$ cat config.mk
export PLATFORM = sky130hd
export DESIGN_NAME = sef_core
export DESIGN_NICKNAME = d
export VERILOG_FILES = /design/src/pkg/sef_pkg.sv /design/src/core/sef_core.sv
export SDC_FILE = /design/constraint.sdc
export NUM_CORES = 1
export LEC_CHECK = 0
export BUFFER_PORTS_ARGS = -buffer_cell sky130_fd_sc_hd__buf_2
export CAP_MARGIN = 20
export CORE_MARGIN = 2
export CORE_UTILIZATION = 45
export DETAILED_ROUTE_END_ITERATION = 8
export PLACE_DENSITY = 0.72
export SLEW_MARGIN = 10
export SYNTH_ARGS = -nofsm -noshare
export SYNTH_HDL_FRONTEND = slang
export SYNTH_SLANG_ARGS = --single-unit
$ cat constraint.sdc
create_clock -name sys_clk -period 3.6 [get_ports sys_clk]
set_input_delay 0.36 -clock sys_clk [delete_from_list [all_inputs] [get_ports sys_clk]]
set_output_delay 0.36 -clock sys_clk [all_outputs]
set_load 0.005 [all_outputs]
$ cat src/pkg/sef_pkg.sv
/*
 Constants for the serial port block: register offsets, field positions,
 reset values and the transfer state type.
 Assumes a 32-bit Avalon-MM bus with byte addresses.
*/
`default_nettype none
package sef_pkg;
	// Register byte offsets
	localparam logic [3:0] SEF_OFS_DATA  = 4'h0;
	localparam logic [3:0] SEF_OFS_CTRL  = 4'h4;
	localparam logic [3:0] SEF_OFS_STAT  = 4'h8;
	// Control register field positions
	localparam int SEF_C_IRQ_EN = 7;
	localparam int SEF_C_PORT_EN = 6;
	localparam int SEF_C_DIV_BYP = 5;
	localparam int SEF_C_CTRLR = 4;
	localparam int SEF_C_IDLE = 3;
	localparam int SEF_C_PHASE = 2;
	localparam int SEF_C_RATE = 0;
	// Status register field positions
	localparam int SEF_S_DONE = 7;
	localparam int SEF_S_WRITE_COLLISION_FLAG = 6;
	localparam int SEF_S_OVR = 5;
	localparam int SEF_S_FAULT = 4;
	localparam int SEF_S_OUT_DIS = 2;
	localparam int SEF_S_SW_SEL = 1;
	localparam int SEF_S_INT_SEL = 0;
	// Reset values
	localparam logic [7:0] SEF_CTRL_RST = 8'h00;
	localparam logic [2:0] SEF_STAT_RST = 3'h0;
	// Half-bit base count in system clocks, before rate scaling
	localparam logic [7:0] SEF_HALF_BASE = 8'h01;
	// Index of last edge in a byte (two edges per bit)
	localparam logic [3:0] SEF_LAST_EDGE = 4'hf;
	// Master transfer states
	typedef enum logic [0:0] {
		SEF_IDLE,
		SEF_RUN
	} sef_state_type;
endpackage
`default_nettype wire

$ cat src/core/sef_core.sv
/*
 Serial port with control register, error flags and one byte shifter.
 Assumes an Avalon-MM master on sys_clk; pins are split into in, out and
 active-low output enable, resolved outside.
*/
// How it works
// - Master sees select low: mode fault
// - Fault sets flag, irq when enabled
// - Fault clears port enable
// - Fault clears controller select
// - Fault clears: status read, control write
// - Fault blocks setting enable and controller
// - Byte done while done flag set: overrun
// - Overrun sets flag, irq when enabled
// - Overrun keeps first byte, drops later
// - Status read clears overrun flag
// - Data write mid transfer is discarded
// - Collision flag set, master or slave
// - Collision flag never requests irq
// - Receive buffer read synchronously
// - Bit 7 gates the interrupt request
// - Bit 6 enables port, reset clears
// - Bit 5 bypasses extra divide-by-two
// - Bit 4 selects controller, swaps pins
// - Bit 3 sets clock idle level
// - Control upper nibble zero at reset
// - Done flag: set, two-step clear, blocks
// - Software select overrides select pin
`timescale 1ns/1ns
`default_nettype none
module sef_core #(
	parameter int ADDR_W = 4
) (
	// Clock and reset
	input  wire logic        sys_clk,
	input  wire logic        nrst,
	// Avalon-MM slave
	input  wire logic [ADDR_W-1:0] avs_address,
	input  wire logic        avs_read,
	input  wire logic        avs_write,
	input  wire logic [31:0] avs_writedata,
	output logic      [31:0] avs_readdata,
	output logic             avs_waitrequest,
	// Interrupt request
	output logic             serial_irq,
	// Serial clock pin
	input  wire logic        sck_in,
	output logic             sck_out,
	output logic             sck_oe_n,
	// Controller-out data pin
	input  wire logic        mosi_in,
	output logic             mosi_out,
	output logic             mosi_oe_n,
	// Controller-in data pin
	input  wire logic        miso_in,
	output logic             miso_out,
	output logic             miso_oe_n,
	// Select pin
	input  wire logic        ss_n_in
);
	import sef_pkg::*;

	if (ADDR_W < 4) begin : g_chk
		$error("ADDR_W must be at least 4");
	end

	// Pin synchronisers, three flops per pin
	logic [2:0] sy1_q, sy2_q, sy3_q;
	logic [2:0] pin_q;            // Filtered sck, data-in, select
	wire  [2:0] pin_raw;
	// Control and status state
	logic [7:0] ctrl_q;           // serial_control_reg
	logic [2:0] sctl_q;           // Writable status bits
	logic       done_q;           // transfer_done_flag
	logic       write_collision_flag_q;           // write_collision_flag
	logic       ovr_q;            // receive_overrun_flag
	logic       fault_q;          // master_fault_flag
	logic       done_arm_q;       // Status read seen with done or write_collision_flag set
	logic       fault_arm_q;      // Status read seen with fault set
	logic [7:0] rx_buf_q;         // Receive buffer
	logic       ack_q;            // Bus answer cycle
	logic [31:0] rdata_q;         // Registered read data
	// Shifter state
	sef_state_type st_q;          // Controller transfer state
	logic [7:0] tx_q, rx_q;       // Shift registers
	logic [3:0] edge_q;           // Edge index within byte
	logic [7:0] div_q;            // Half-bit counter
	logic       sck_q;            // Driven clock level
	logic       sck_prev_q;       // Previous filtered clock

	// Field aliases
	wire irq_en    = ctrl_q[SEF_C_IRQ_EN];
	wire port_en   = ctrl_q[SEF_C_PORT_EN];
	wire ctrlr     = ctrl_q[SEF_C_CTRLR];
	wire idle_lvl  = ctrl_q[SEF_C_IDLE];
	wire phase     = ctrl_q[SEF_C_PHASE];
	wire div_byp   = ctrl_q[SEF_C_DIV_BYP];
	wire [1:0] rate = ctrl_q[SEF_C_RATE +: 2];

	// Synchroniser input vector
	assign pin_raw = {ss_n_in, (ctrlr ? miso_in : mosi_in), sck_in};

	// Three-flop sync; filtered value moves when stages two and three agree
	always_ff @(posedge sys_clk) begin
		sy1_q <= pin_raw;
		sy2_q <= sy1_q;
		sy3_q <= sy2_q;
	end
	always_ff @(posedge sys_clk) begin
		if (!nrst) begin
			pin_q <= 3'h7;
		end else begin
			pin_q <= (sy2_q & sy3_q) | (pin_q & (sy2_q ^ sy3_q)) | (sy2_q & ~sy3_q & pin_q);
		end
	end

	// Effective select level, software or pin
	wire sel_n = sctl_q[SEF_S_SW_SEL] ? sctl_q[SEF_S_INT_SEL] : pin_q[2];
	wire din   = pin_q[1];

	// Bus decode: request accepted at the answer edge
	wire req    = avs_read | avs_write;
	wire acc    = req & ack_q;
	wire hit_d  = avs_address[3:0] == SEF_OFS_DATA;
	wire hit_c  = avs_address[3:0] == SEF_OFS_CTRL;
	wire hit_s  = avs_address[3:0] == SEF_OFS_STAT;
	wire rd_s   = acc & avs_read & hit_s;
	wire wr_c   = acc & avs_write & hit_c;
	wire acc_d  = acc & hit_d;
	wire wr_d   = acc & avs_write & hit_d;
	wire [7:0] wbyte = avs_writedata[7:0];

	// One wait state: answer comes the cycle after the request rises
	assign avs_waitrequest = req & ~ack_q;
	assign avs_readdata    = rdata_q;

	// Status byte as software sees it
	wire [7:0] stat = {done_q, write_collision_flag_q, ovr_q, fault_q, 1'b0, sctl_q};

	// Read data mux, unmapped reads as zero
	wire [7:0] rmux = hit_d ? rx_buf_q : hit_c ? ctrl_q : hit_s ? stat : 8'h00;

	// Bus answer and read data
	always_ff @(posedge sys_clk) begin
		if (!nrst) begin
			ack_q   <= 1'b0;
			rdata_q <= 32'h0000_0000;
		end else begin
			ack_q   <= req & ~ack_q;
			rdata_q <= {24'h00_0000, rmux};
		end
	end

	// Transfer in progress: controller run, or selected target with edge index nonzero
	wire tgt_busy = port_en & ~ctrlr & ~sel_n & (edge_q != 4'h0);
	wire busy     = (st_q == SEF_RUN) | tgt_busy;

	// Edge events
	wire half_end = div_q == 8'h00;
	wire c_edge   = (st_q == SEF_RUN) & half_end;
	wire t_edge   = port_en & ~ctrlr & ~sel_n & (pin_q[0] != sck_prev_q);
	wire s_edge   = c_edge | t_edge;
	// Sample on first edge of a bit for phase 0, second for phase 1
	wire samp     = s_edge & (edge_q[0] == phase);
	wire drive    = s_edge & (edge_q[0] != phase) & (edge_q != 4'h0);
	wire last     = s_edge & (edge_q == SEF_LAST_EDGE);
	wire [7:0] rx_next = {rx_q[6:0], din};
	wire [7:0] rx_byte = samp ? rx_next : rx_q;

	// Data write acceptance
	wire wr_block = done_q & ~done_arm_q;
	wire collide  = wr_d & busy;
	wire wr_ok    = wr_d & ~busy & ~wr_block;
	wire start    = wr_ok & port_en & ctrlr;

	// Mode fault detection while controller
	wire fault_ev = ctrlr & port_en & ~sel_n;

	// Fault-clearing control write may restore enable and controller
	wire fault_clr = wr_c & fault_arm_q;
	wire [7:0] wc = (fault_q & ~fault_clr) ?
		(wbyte & ~(8'h01 << SEF_C_PORT_EN) & ~(8'h01 << SEF_C_CTRLR)) : wbyte;

	// Control register, fault forces enable and controller low
	always_ff @(posedge sys_clk) begin
		if (!nrst) begin
			ctrl_q <= SEF_CTRL_RST;
		end else if (fault_ev) begin
			ctrl_q[SEF_C_PORT_EN] <= 1'b0;
			ctrl_q[SEF_C_CTRLR]   <= 1'b0;
		end else if (wr_c) begin
			ctrl_q <= wc;
		end
	end

	// Writable status bits
	always_ff @(posedge sys_clk) begin
		if (!nrst) begin
			sctl_q <= SEF_STAT_RST;
		end else if (acc & avs_write & hit_s) begin
			sctl_q <= wbyte[2:0];
		end
	end

	// Fault flag: set wins over the clearing write
	always_ff @(posedge sys_clk) begin
		if (!nrst) begin
			fault_q     <= 1'b0;
			fault_arm_q <= 1'b0;
		end else begin
			fault_q     <= fault_ev | (fault_q & ~fault_clr);
			fault_arm_q <= (rd_s & fault_q) | (fault_arm_q & ~wr_c & fault_q);
		end
	end

	// Done and collision: status read arms, data access clears
	wire done_clr = acc_d & done_arm_q;
	always_ff @(posedge sys_clk) begin
		if (!nrst) begin
			done_q     <= 1'b0;
			write_collision_flag_q     <= 1'b0;
			done_arm_q <= 1'b0;
		end else begin
			done_q     <= (last & ~done_q) | (done_q & ~done_clr) | (last & done_q);
			write_collision_flag_q     <= collide | (write_collision_flag_q & ~done_clr);
			done_arm_q <= (rd_s & (done_q | write_collision_flag_q)) | (done_arm_q & ~acc_d);
		end
	end

	// Overrun: byte done while done flag still set; set wins over read
	always_ff @(posedge sys_clk) begin
		if (!nrst) begin
			ovr_q <= 1'b0;
		end else begin
			ovr_q <= (last & done_q) | (ovr_q & ~rd_s);
		end
	end

	// Receive buffer keeps first byte since done was cleared
	always_ff @(posedge sys_clk) begin
		if (!nrst) begin
			rx_buf_q <= 8'h00;
		end else if (last & ~done_q) begin
			rx_buf_q <= rx_byte;
		end
	end

	// Interrupt: collision is deliberately not a source
	assign serial_irq = irq_en & (done_q | fault_q | ovr_q);

	// Controller state and half-bit timing
	wire [7:0] half_cnt = (SEF_HALF_BASE << rate) << !div_byp;
	always_ff @(posedge sys_clk) begin
		if (!nrst) begin
			st_q <= SEF_IDLE;
			div_q <= 8'h00;
		end else begin
			unique case (st_q)
				SEF_IDLE: begin
					div_q <= half_cnt - 8'h01;
					if (start) begin
						st_q <= SEF_RUN;
					end
				end
				SEF_RUN: begin
					div_q <= half_end ? half_cnt - 8'h01 : div_q - 8'h01;
					if (last | fault_ev) begin
						st_q <= SEF_IDLE;
					end
				end
			endcase
		end
	end

	// Edge index, idle level and shifters (eight bits MSB first)
	always_ff @(posedge sys_clk) begin
		if (!nrst) begin
			edge_q     <= 4'h0;
			sck_q      <= 1'b0;
			sck_prev_q <= 1'b0;
			tx_q       <= 8'h00;
			rx_q       <= 8'h00;
		end else begin
			sck_prev_q <= pin_q[0];
			if (st_q == SEF_IDLE) begin
				sck_q <= idle_lvl;
			end else if (c_edge) begin
				sck_q <= ~sck_q;
			end
			if (wr_ok) begin
				tx_q <= wbyte;
			end else if (drive) begin
				tx_q <= {tx_q[6:0], 1'b0};
			end
			if (samp) begin
				rx_q <= rx_next;
			end
			if ((st_q == SEF_IDLE & (ctrlr | sel_n)) | fault_ev | ~port_en) begin
				edge_q <= 4'h0;
			end else if (s_edge) begin
				edge_q <= edge_q + 4'h1;
			end
		end
	end

	// Pins: free while disabled; controller drives clock and MOSI
	wire out_en = port_en & ~sctl_q[SEF_S_OUT_DIS];
	assign sck_out   = sck_q;
	assign sck_oe_n  = ~(port_en & ctrlr);
	assign mosi_out  = tx_q[7];
	assign mosi_oe_n = ~(out_en & ctrlr);
	assign miso_out  = tx_q[7];
	assign miso_oe_n = ~(out_en & ~ctrlr & ~sel_n);

	// Checks
	fault_ctrl_a: assert property (@(posedge sys_clk) disable iff (!nrst)
		fault_ev |=> fault_q && !port_en && !ctrlr)
		else $error("fault did not drop enable and controller");
	fault_hold_a: assert property (@(posedge sys_clk) disable iff (!nrst)
		fault_q && !fault_arm_q ##1 fault_q && !fault_ev |-> !(port_en || ctrlr))
		else $error("enable set while fault pending");
	fault_clear_a: assert property (@(posedge sys_clk) disable iff (!nrst)
		$fell(fault_q) |-> $past(wr_c) && $past(fault_arm_q))
		else $error("fault cleared without sequence");
	irq_src_a: assert property (@(posedge sys_clk) disable iff (!nrst)
		serial_irq == (irq_en && (done_q || ovr_q || fault_q)))
		else $error("interrupt mismatch");
	write_collision_flag_noirq_a: assert property (@(posedge sys_clk) disable iff (!nrst)
		write_collision_flag_q && !done_q && !ovr_q && !fault_q |-> !serial_irq)
		else $error("collision raised interrupt");
	ovr_keep_a: assert property (@(posedge sys_clk) disable iff (!nrst)
		done_q && last |=> ovr_q && $stable(rx_buf_q))
		else $error("overrun lost kept byte");
	ovr_clear_a: assert property (@(posedge sys_clk) disable iff (!nrst)
		rd_s && !(last && done_q) |=> !ovr_q)
		else $error("overrun not cleared by status read");
	write_collision_flag_drop_a: assert property (@(posedge sys_clk) disable iff (!nrst)
		collide |=> write_collision_flag_q)
		else $error("collision flag not set");
	write_collision_flag_keep_a: assert property (@(posedge sys_clk) disable iff (!nrst)
		collide && !drive |=> $stable(tx_q))
		else $error("colliding write reached shifter");
	wait_one_a: assert property (@(posedge sys_clk) disable iff (!nrst)
		$rose(avs_read) |-> avs_waitrequest ##1 !avs_waitrequest)
		else $error("read answer not in one cycle");
	idle_clk_a: assert property (@(posedge sys_clk) disable iff (!nrst)
		st_q == SEF_IDLE ##1 st_q == SEF_IDLE |-> sck_out == $past(idle_lvl))
		else $error("clock not at idle level");
	cv_xfer: cover property (@(posedge sys_clk) disable iff (!nrst) last && ctrlr);
	cv_ovr: cover property (@(posedge sys_clk) disable iff (!nrst) $rose(ovr_q));
	cv_fault: cover property (@(posedge sys_clk) disable iff (!nrst) fault_clr);
	cv_write_collision_flag: cover property (@(posedge sys_clk) disable iff (!nrst) collide);
endmodule
`default_nettype wire

==> results of run 1 <==
[power groups by stage]
stage / combinational (mW) / clock (mW) / sequential [mW]
after floorplan: 0.0715 / 0 / 0.892
after global placement: 0.0796 / 0 / 0.894
after detailed placement: 0.0815 / 0 / 0.895
after CTS: 0.0819 / 0.762 / 0.874
after global routing: 0.0972 / 0.801 / 0.877
final: 0.0858 / 0.750 / 0.874
[cell type report]
class	count	share of cell area, %
inverter	10	0.9594
timing repair buffer	38	5.564
tap	102	3.262
clock inverter	6	2.398
sequential	77	39.40
multi-input combinational	287	44.90
clock buffer	10	3.518
[registers in the layout (all words and copies together), names as in the netlist, 3 cells and up]
| name | flops |
|---|---|
| tx_q | 8 |
| sy2_q | 3 |
| pin_q | 3 |
| div_q | 8 |
| sy3_q | 3 |
| sctl_q | 3 |
| rx_buf_q | 8 |
| edge_q | 4 |
| rx_q | 8 |
| sy1_q | 3 |
| ctrl_q | 8 |
| avs_readdata | 8 |
[worst paths after layout]
path	slack, ns	from	endpoint	cells after the start
setup / recovery	1.23	div_q[3]	rx_buf_q[1]	5
hold / removal	0.10	ss_n_in	sy1_q[2]	1
setup reg to reg	1.23	div_q[3]	rx_buf_q[1]	5
hold reg to reg	0.33	sy1_q[1]	sy2_q[1]	0
[metal layers]
layer / global-route usage [%] / vias up / part of all wire [%]
met5: 0 / - / 0
met4: 6.965 / 0 / 1.9
met3: 4.601 / 13 / 4.8
met2: 26.90 / 75 / 46
met1: 23.27 / 1256 / 47
li1: - / 1362 / -
[worst max-delay path: stages, from the launching register on]
cell	delay, ns
dfxtp_1	0.35
nor4_1	0.41
nand4_1	0.50
a21oi_1	0.42
and4b_1	0.45
a21oi_1	0.11
[synthesized netlist by cell type (8+ instances only)]
master	count
xnor2_1	8
nand3_1	9
inv_1	10
a21oi_1	40
nand2_1	39
nor2_1	33
dfxtp_1	77
ha_1	11
clkbuf_1	9
buf_4	26
mux2i_1	21
o21ai_0	38
[through the flow]
step	util (%)	setup slack [ns]
after floorplan	-	1.563
after global placement	47.77	1.260
after detailed placement	47.77	1.210
after CTS	50.80	1.192
after global routing	51.16	1.087
final	51.16	1.227
[cell families after synthesis]
kind of cell | after synthesis
simple gates | 120
compound gates | 95
flops | 77
buf+inv | 48
mux | 24
xor+xnor | 13
fa+ha+maj | 11
other cells | 1
==> impl_metrics.ini, run 1 <==
[run_status]
status = finished clean

[synthesis]
synth_area_per_cell_sq_um = 8.993
synth_xor_area_share_pct = 3.255
synth_area_leaders = dfxtp_1 (44%), mux2i_1 (6.0%), a21oi_1 (5.7%)
synth_top_area_share_pct = 44.06
ys_seq_area_share_pct = 44.06
syn_inst = 389
synthAdderAreaFrac_pct = 3.934
synth_ff_type = dfxtp_1
async_flop_share_pct = 0
synth.distinct_cells = 51
yosysWarningCount = 0
synth_edf_count = 0
synth_compound_area_share_pct = 16.34
synth-seq-cells = 77
synthMuxAreaShare_pct = 6.974
netlist_area_sq_um = 3498
synth_simple_gate_area_share_pct = 17.13
yosys.area.top_type = dfxtp_1
synth_top_family_by_area = simple AND/OR/NAND/NOR gates

[detailed_routing]
drtAntennaViolNets = 0
drc = 0
routed_wl_um = 7121
vias = 2706
routed_via_density = 5.106
wl_per_cell_um = 13.44
detail_route.iter0.violations = 149
dr.pass1.iters = 5

[pwr]
ir_worst_vdd_mv = 0.3229
powerDensity_nw_per_um2 = 437.1
intPower_mw = 1.315
clockPowerShare_pct = 43.9
p_sw_share_pct = 23.13
power.switching_uw = 395.5
leakage_nw = 1.514
p_seq_share_pct = 51.1
power_mw = 1.710
combPwrFrac_pct = 5.0

[clock_network]
clk_pin_slew_ns = 0.08
clock_sinks = 77
cts_max_level = 3
cts_buffers = 9
cts-root-buf = clkbuf_8
cts_post_setup_buffers_inserted = 0
clock_latency_ns = 0.36
cts_buffer_depth = 2
cts_tree = done
cts_resized = 0
cts_hold_buf = 0

[cells_and_area]
nFillCells = 734
final_area_sq_um = 3913
nets = 478
antenna_cells = 0
drive_gt1_share_pct = 16.36
multi_input_area_sq_um = 1757
syn2layout_area_growth_pct = 11.84
final-seq-area_sq_um = 1541
mostFrequentLayoutCells = dfxtp_1 (77), a21oi_1 (40), nand2_1 (39)
final_common_cell = dfxtp_1
fin_cells = 530

[sta]
rsz0062_at_grt = false
holdWs_ns = 0.1020
worstMarginPinSlew_ns = 0.8847
maxSlewHeadroom_pct = 40.87
fin_crit_ns = 2.373
setup_viol = 0
slew_violations = 0
hold_viol_final = 0
final.setup.tns_ns = 0
finClkSkew_ns = 0.01180
max_clock_freq_ghz = 0.4215
min_period_over_period_pct = 65.91

[grt]
track_usage_pct = 17.44
grt_max_degree = 34
grt_pass1_vias = 2449
grt-ovfl-total = 0
antenna_found_initial = 0
grt_pass1_wl_um = 11570

[die]
rows = 32
core_area_sq_um = 7647
io_pins = 84
die-area_sq_um = 8495
die-height_um = 92.17
die-width_um = 92.17
start_util_pct = 45.75

[flow_run]
drv_cap = 0

[placement]
dpl_cell_area_sq_um = 3654
port_buffers = 35
dp_hpwl_um = 5152
place.gp.congestion = 0.8690
dp_cells = 513

[setup_path]
crit_type = reg -> reg
start_kind = flip-flop
crit_arrival_ns = 2.61
critPathRequiredTime_ns = 3.83
worst_setup_path_end_kind = flip-flop
crit_fanout = 8

[worst_hold_path]
hp-class = in -> reg
No activity file was read; power rests on OpenSTA's default activity.
==> inputs of run 2 (changes only) <==
--- a/config.mk
+++ b/config.mk
@@ -5,12 +5,13 @@
 export SDC_FILE = /design/constraint.sdc
 export NUM_CORES = 1
 export LEC_CHECK = 0
+export ABC_AREA = 1
 export BUFFER_PORTS_ARGS = -buffer_cell sky130_fd_sc_hd__buf_2
 export CAP_MARGIN = 20
 export CORE_MARGIN = 2
 export CORE_UTILIZATION = 45
 export DETAILED_ROUTE_END_ITERATION = 8
-export PLACE_DENSITY = 0.72
+export PLACE_DENSITY = 0.74
 export SLEW_MARGIN = 10
 export SYNTH_ARGS = -nofsm -noshare
 export SYNTH_HDL_FRONTEND = slang
==> constraint.sdc (replaced) <==
create_clock -name sys_clk -period 2 [get_ports sys_clk]
set_input_delay 0.2 -clock sys_clk [delete_from_list [all_inputs] [get_ports sys_clk]]
set_output_delay 0.2 -clock sys_clk [all_outputs]
set_load 0.005 [all_outputs]
==> run 2 against run 1 <==
  * Via count rose by 20%
  * Critical path depth rose by 6
  * Global-route usage rose by 1.3 points
  * Clock power rose by 75%
  * Sequential share of layout area fell by 2.9 points
  * Synthesized cell count rose by 32%
  * Cell count rose by 25%
  * Power rose by 79%
  * Critical path type unchanged
  * Largest power group unchanged
==> impl_metrics.ini, run 2 <==
[die]
start_util_pct = 46.31
rows = 33
die-height_um = 95.95
io_pins = 84
core_area_sq_um = 8217
die-area_sq_um = 9206
die-width_um = 95.95

[detailed_routing]
detail_route.iter0.violations = 183
wl_per_cell_um = 11.95
drtAntennaViolNets = 0
routed_wl_um = 7914
vias = 3247
routed_via_density = 4.905
dr.pass1.iters = 5
drc = 0

[synthesis]
syn_inst = 512
yosysMostFrequentCell = nand2_1
yosysWarningCount = 0
synth_edf_count = 0
synth.distinct_cells = 34
synth_top_area_share_pct = 40.51
ys_seq_area_share_pct = 40.51
synth_area_per_cell_sq_um = 7.431
synth_ff_type = dfxtp_1
async_flop_share_pct = 0
synth_common_cells = nand2_1 (103), dfxtp_1 (77), inv_1 (67), nor2_1 (46), a21oi_1 (42)
synth-seq-cells = 77
yosys.area.top_type = dfxtp_1
synth_area_leaders = dfxtp_1 (41%), nand2_1 (10%), inv_1 (6.6%)
netlist_area_sq_um = 3805

[placement]
dp_hpwl_um = 5958
place.gp.congestion = 0.9003
port_buffers = 35
dp_slack_ns = 0.2603
dp_cells = 644

[sta]
finClkSkew_ns = 0.01133
fin_ws_ns = 0.2371
final.setup.tns_ns = 0
max_clock_freq_ghz = 0.5672
slew_violations = 0
setup_viol = 0
min_period_over_period_pct = 88.15
fin_crit_ns = 1.763
rsz0062_at_grt = false
hold_viol_final = 0

[clock_network]
cts_buffers = 9
clk_pin_slew_ns = 0.08
cts_post_setup_buffers_inserted = 0
cts_max_level = 3
cts-root-buf = clkbuf_8
cts_buffer_depth = 2
cts_tree = done
clock_latency_ns = 0.36
clock_sinks = 77

[setup_path]
cp-endpoint = tx_q[6]
crit_fanout = 18
cp_slowest_cell = dfxtp_1
critPathMaxStageDelay_ns = 0.32
r2r_cells = 11
r2r_start = div_q[0]
crit_arrival_ns = 2.02
crit_start = div_q[0]
ff2ff_setup_slack_ns = 0.24
crit_type = reg -> reg
reg2reg_to = tx_q[6]
start_kind = flip-flop
worst_setup_path_end_kind = flip-flop
crit_chain = inv_1 > ha_1 > inv_1 > nor2_2 > nand3_2 > nand2_4 > nand3_4 > nand2_2 > nand2_1 > nor2_1 > nor2_1
critPathRequiredTime_ns = 2.26

[flow_run]
drv_cap = 0

[cells_and_area]
final_common_cell = nand2_1
antenna_cells = 0
nets = 607
mostFrequentLayoutCells = nand2_1 (103), dfxtp_1 (77), inv_1 (67)
nFillCells = 773
syn2layout_area_growth_pct = 10.95
fin_cells = 662
drive_gt1_share_pct = 16.88

[pwr]
powerDensity_nw_per_um2 = 724.2
leakage_nw = 1.930
ir_worst_vdd_mv = 0.4868

[worst_hold_path]
hp-class = in -> reg
hp-start = mosi_in
worstHoldPathCells = 3

[grt]
track_usage_pct = 18.71
grt_pass1_wl_um = 13340
grt_max_degree = 28
grt_pass1_vias = 3006
antenna_found_initial = 0
grt-ovfl-total = 0

[run_status]
status = finished clean
==> run 2: changes by cell type after synthesis, moves of 7 or more <==
cell,change
inv_2,+9
nand2_2,+7
nor2_1,+13
nand3_1,+28
o21ai_0,-12
nand2_1,+64
mux2i_1,-21
inv_1,+57
xnor2_1,-8
==> run 2: logic make-up (layout without fill, tap and decap cells) <==
group                    count (synthesis)  after routing  share of synthesized area (%)
AND/OR/NAND/NOR                        228            228                          29.04
other                                    1             24                        0.09856
buffers and inverters                  112            134                          14.21
flip-flops                              77             77                          40.51
XOR/XNOR                                 2              2                         0.9538
AO/OA/AOI/OAI                           81             81                          11.57
adder cells (fa/ha/maj)                 11             11                          3.617
==> run 2: where the power goes <==
| part | leakage [nW] | total (mW) | internal [mW] | switching [mW] |
|---|---|---|---|---|
| clock network | 0.112 | 1.31 | 0.734 | 0.577 |
| registers | 0.626 | 1.57 | 1.56 | 0.0154 |
| logic | 1.19 | 0.174 | 0.0598 | 0.114 |
==> run 2: area by class of cell <==
cell class                 count  area (sq um)  area share (%)
multi-input combinational    346          1809           42.86
sequential                    77          1541           36.51
inverter                      77         290.3           6.876
timing repair buffer          41         225.2           5.335
clock buffer                  10         137.6           3.260
tap                          105         131.4           3.112
clock inverter                 6         86.33           2.045
==> run 2: stage by stage <==
stage / utilization (%) / hold WS (ns) / instance area, sq um / total power, mW
2_1_floorplan: - / 0.2277 / 3891 / 1.754
3_3_place_gp: 48.41 / 0.3037 / 3978 / 1.770
3_5_place_dp: 48.41 / 0.3054 / 3978 / 1.777
4_1_cts: 51.38 / 0.04090 / 4222 / 3.080
5_1_grt: 51.38 / 0.02985 / 4222 / 3.189
6_report: 51.38 / 0.04197 / 4222 / 3.057
==> run 2: metal layers <==
metal,track usage (%),vias to the layer above,part of all wire [%]
met1,23.99,1468,47
met5,0,-,0
met3,7.126,15,6.5
li1,-,1661,-
met2,28.67,103,45
met4,6.786,0,2.0
==> run 2: how the worst min path moves through the flow <==
stage          slack (ns)        to
2_1_floorplan        0.23  sy1_q[0]
3_3_place_gp         0.30  sy1_q[2]
3_5_place_dp         0.31  sy1_q[2]
4_1_cts              0.04  sy1_q[1]
5_1_grt              0.03  sy1_q[1]
6_report             0.04  sy1_q[1]
==> run 2: critical path, delay by kind of cell (launching register included) <==
kind                       cells  cell delay, ns
DFF                            1            0.32
buffers and inverters          2            0.14
adders and majority gates      1            0.15
and+or+nand+nor                8            1.04
==> run 2: repair_timing <==
action,CTS,global route
hold buffers,2,0
endpoints found under the hold margin,2,0
gates resized for setup,0,0
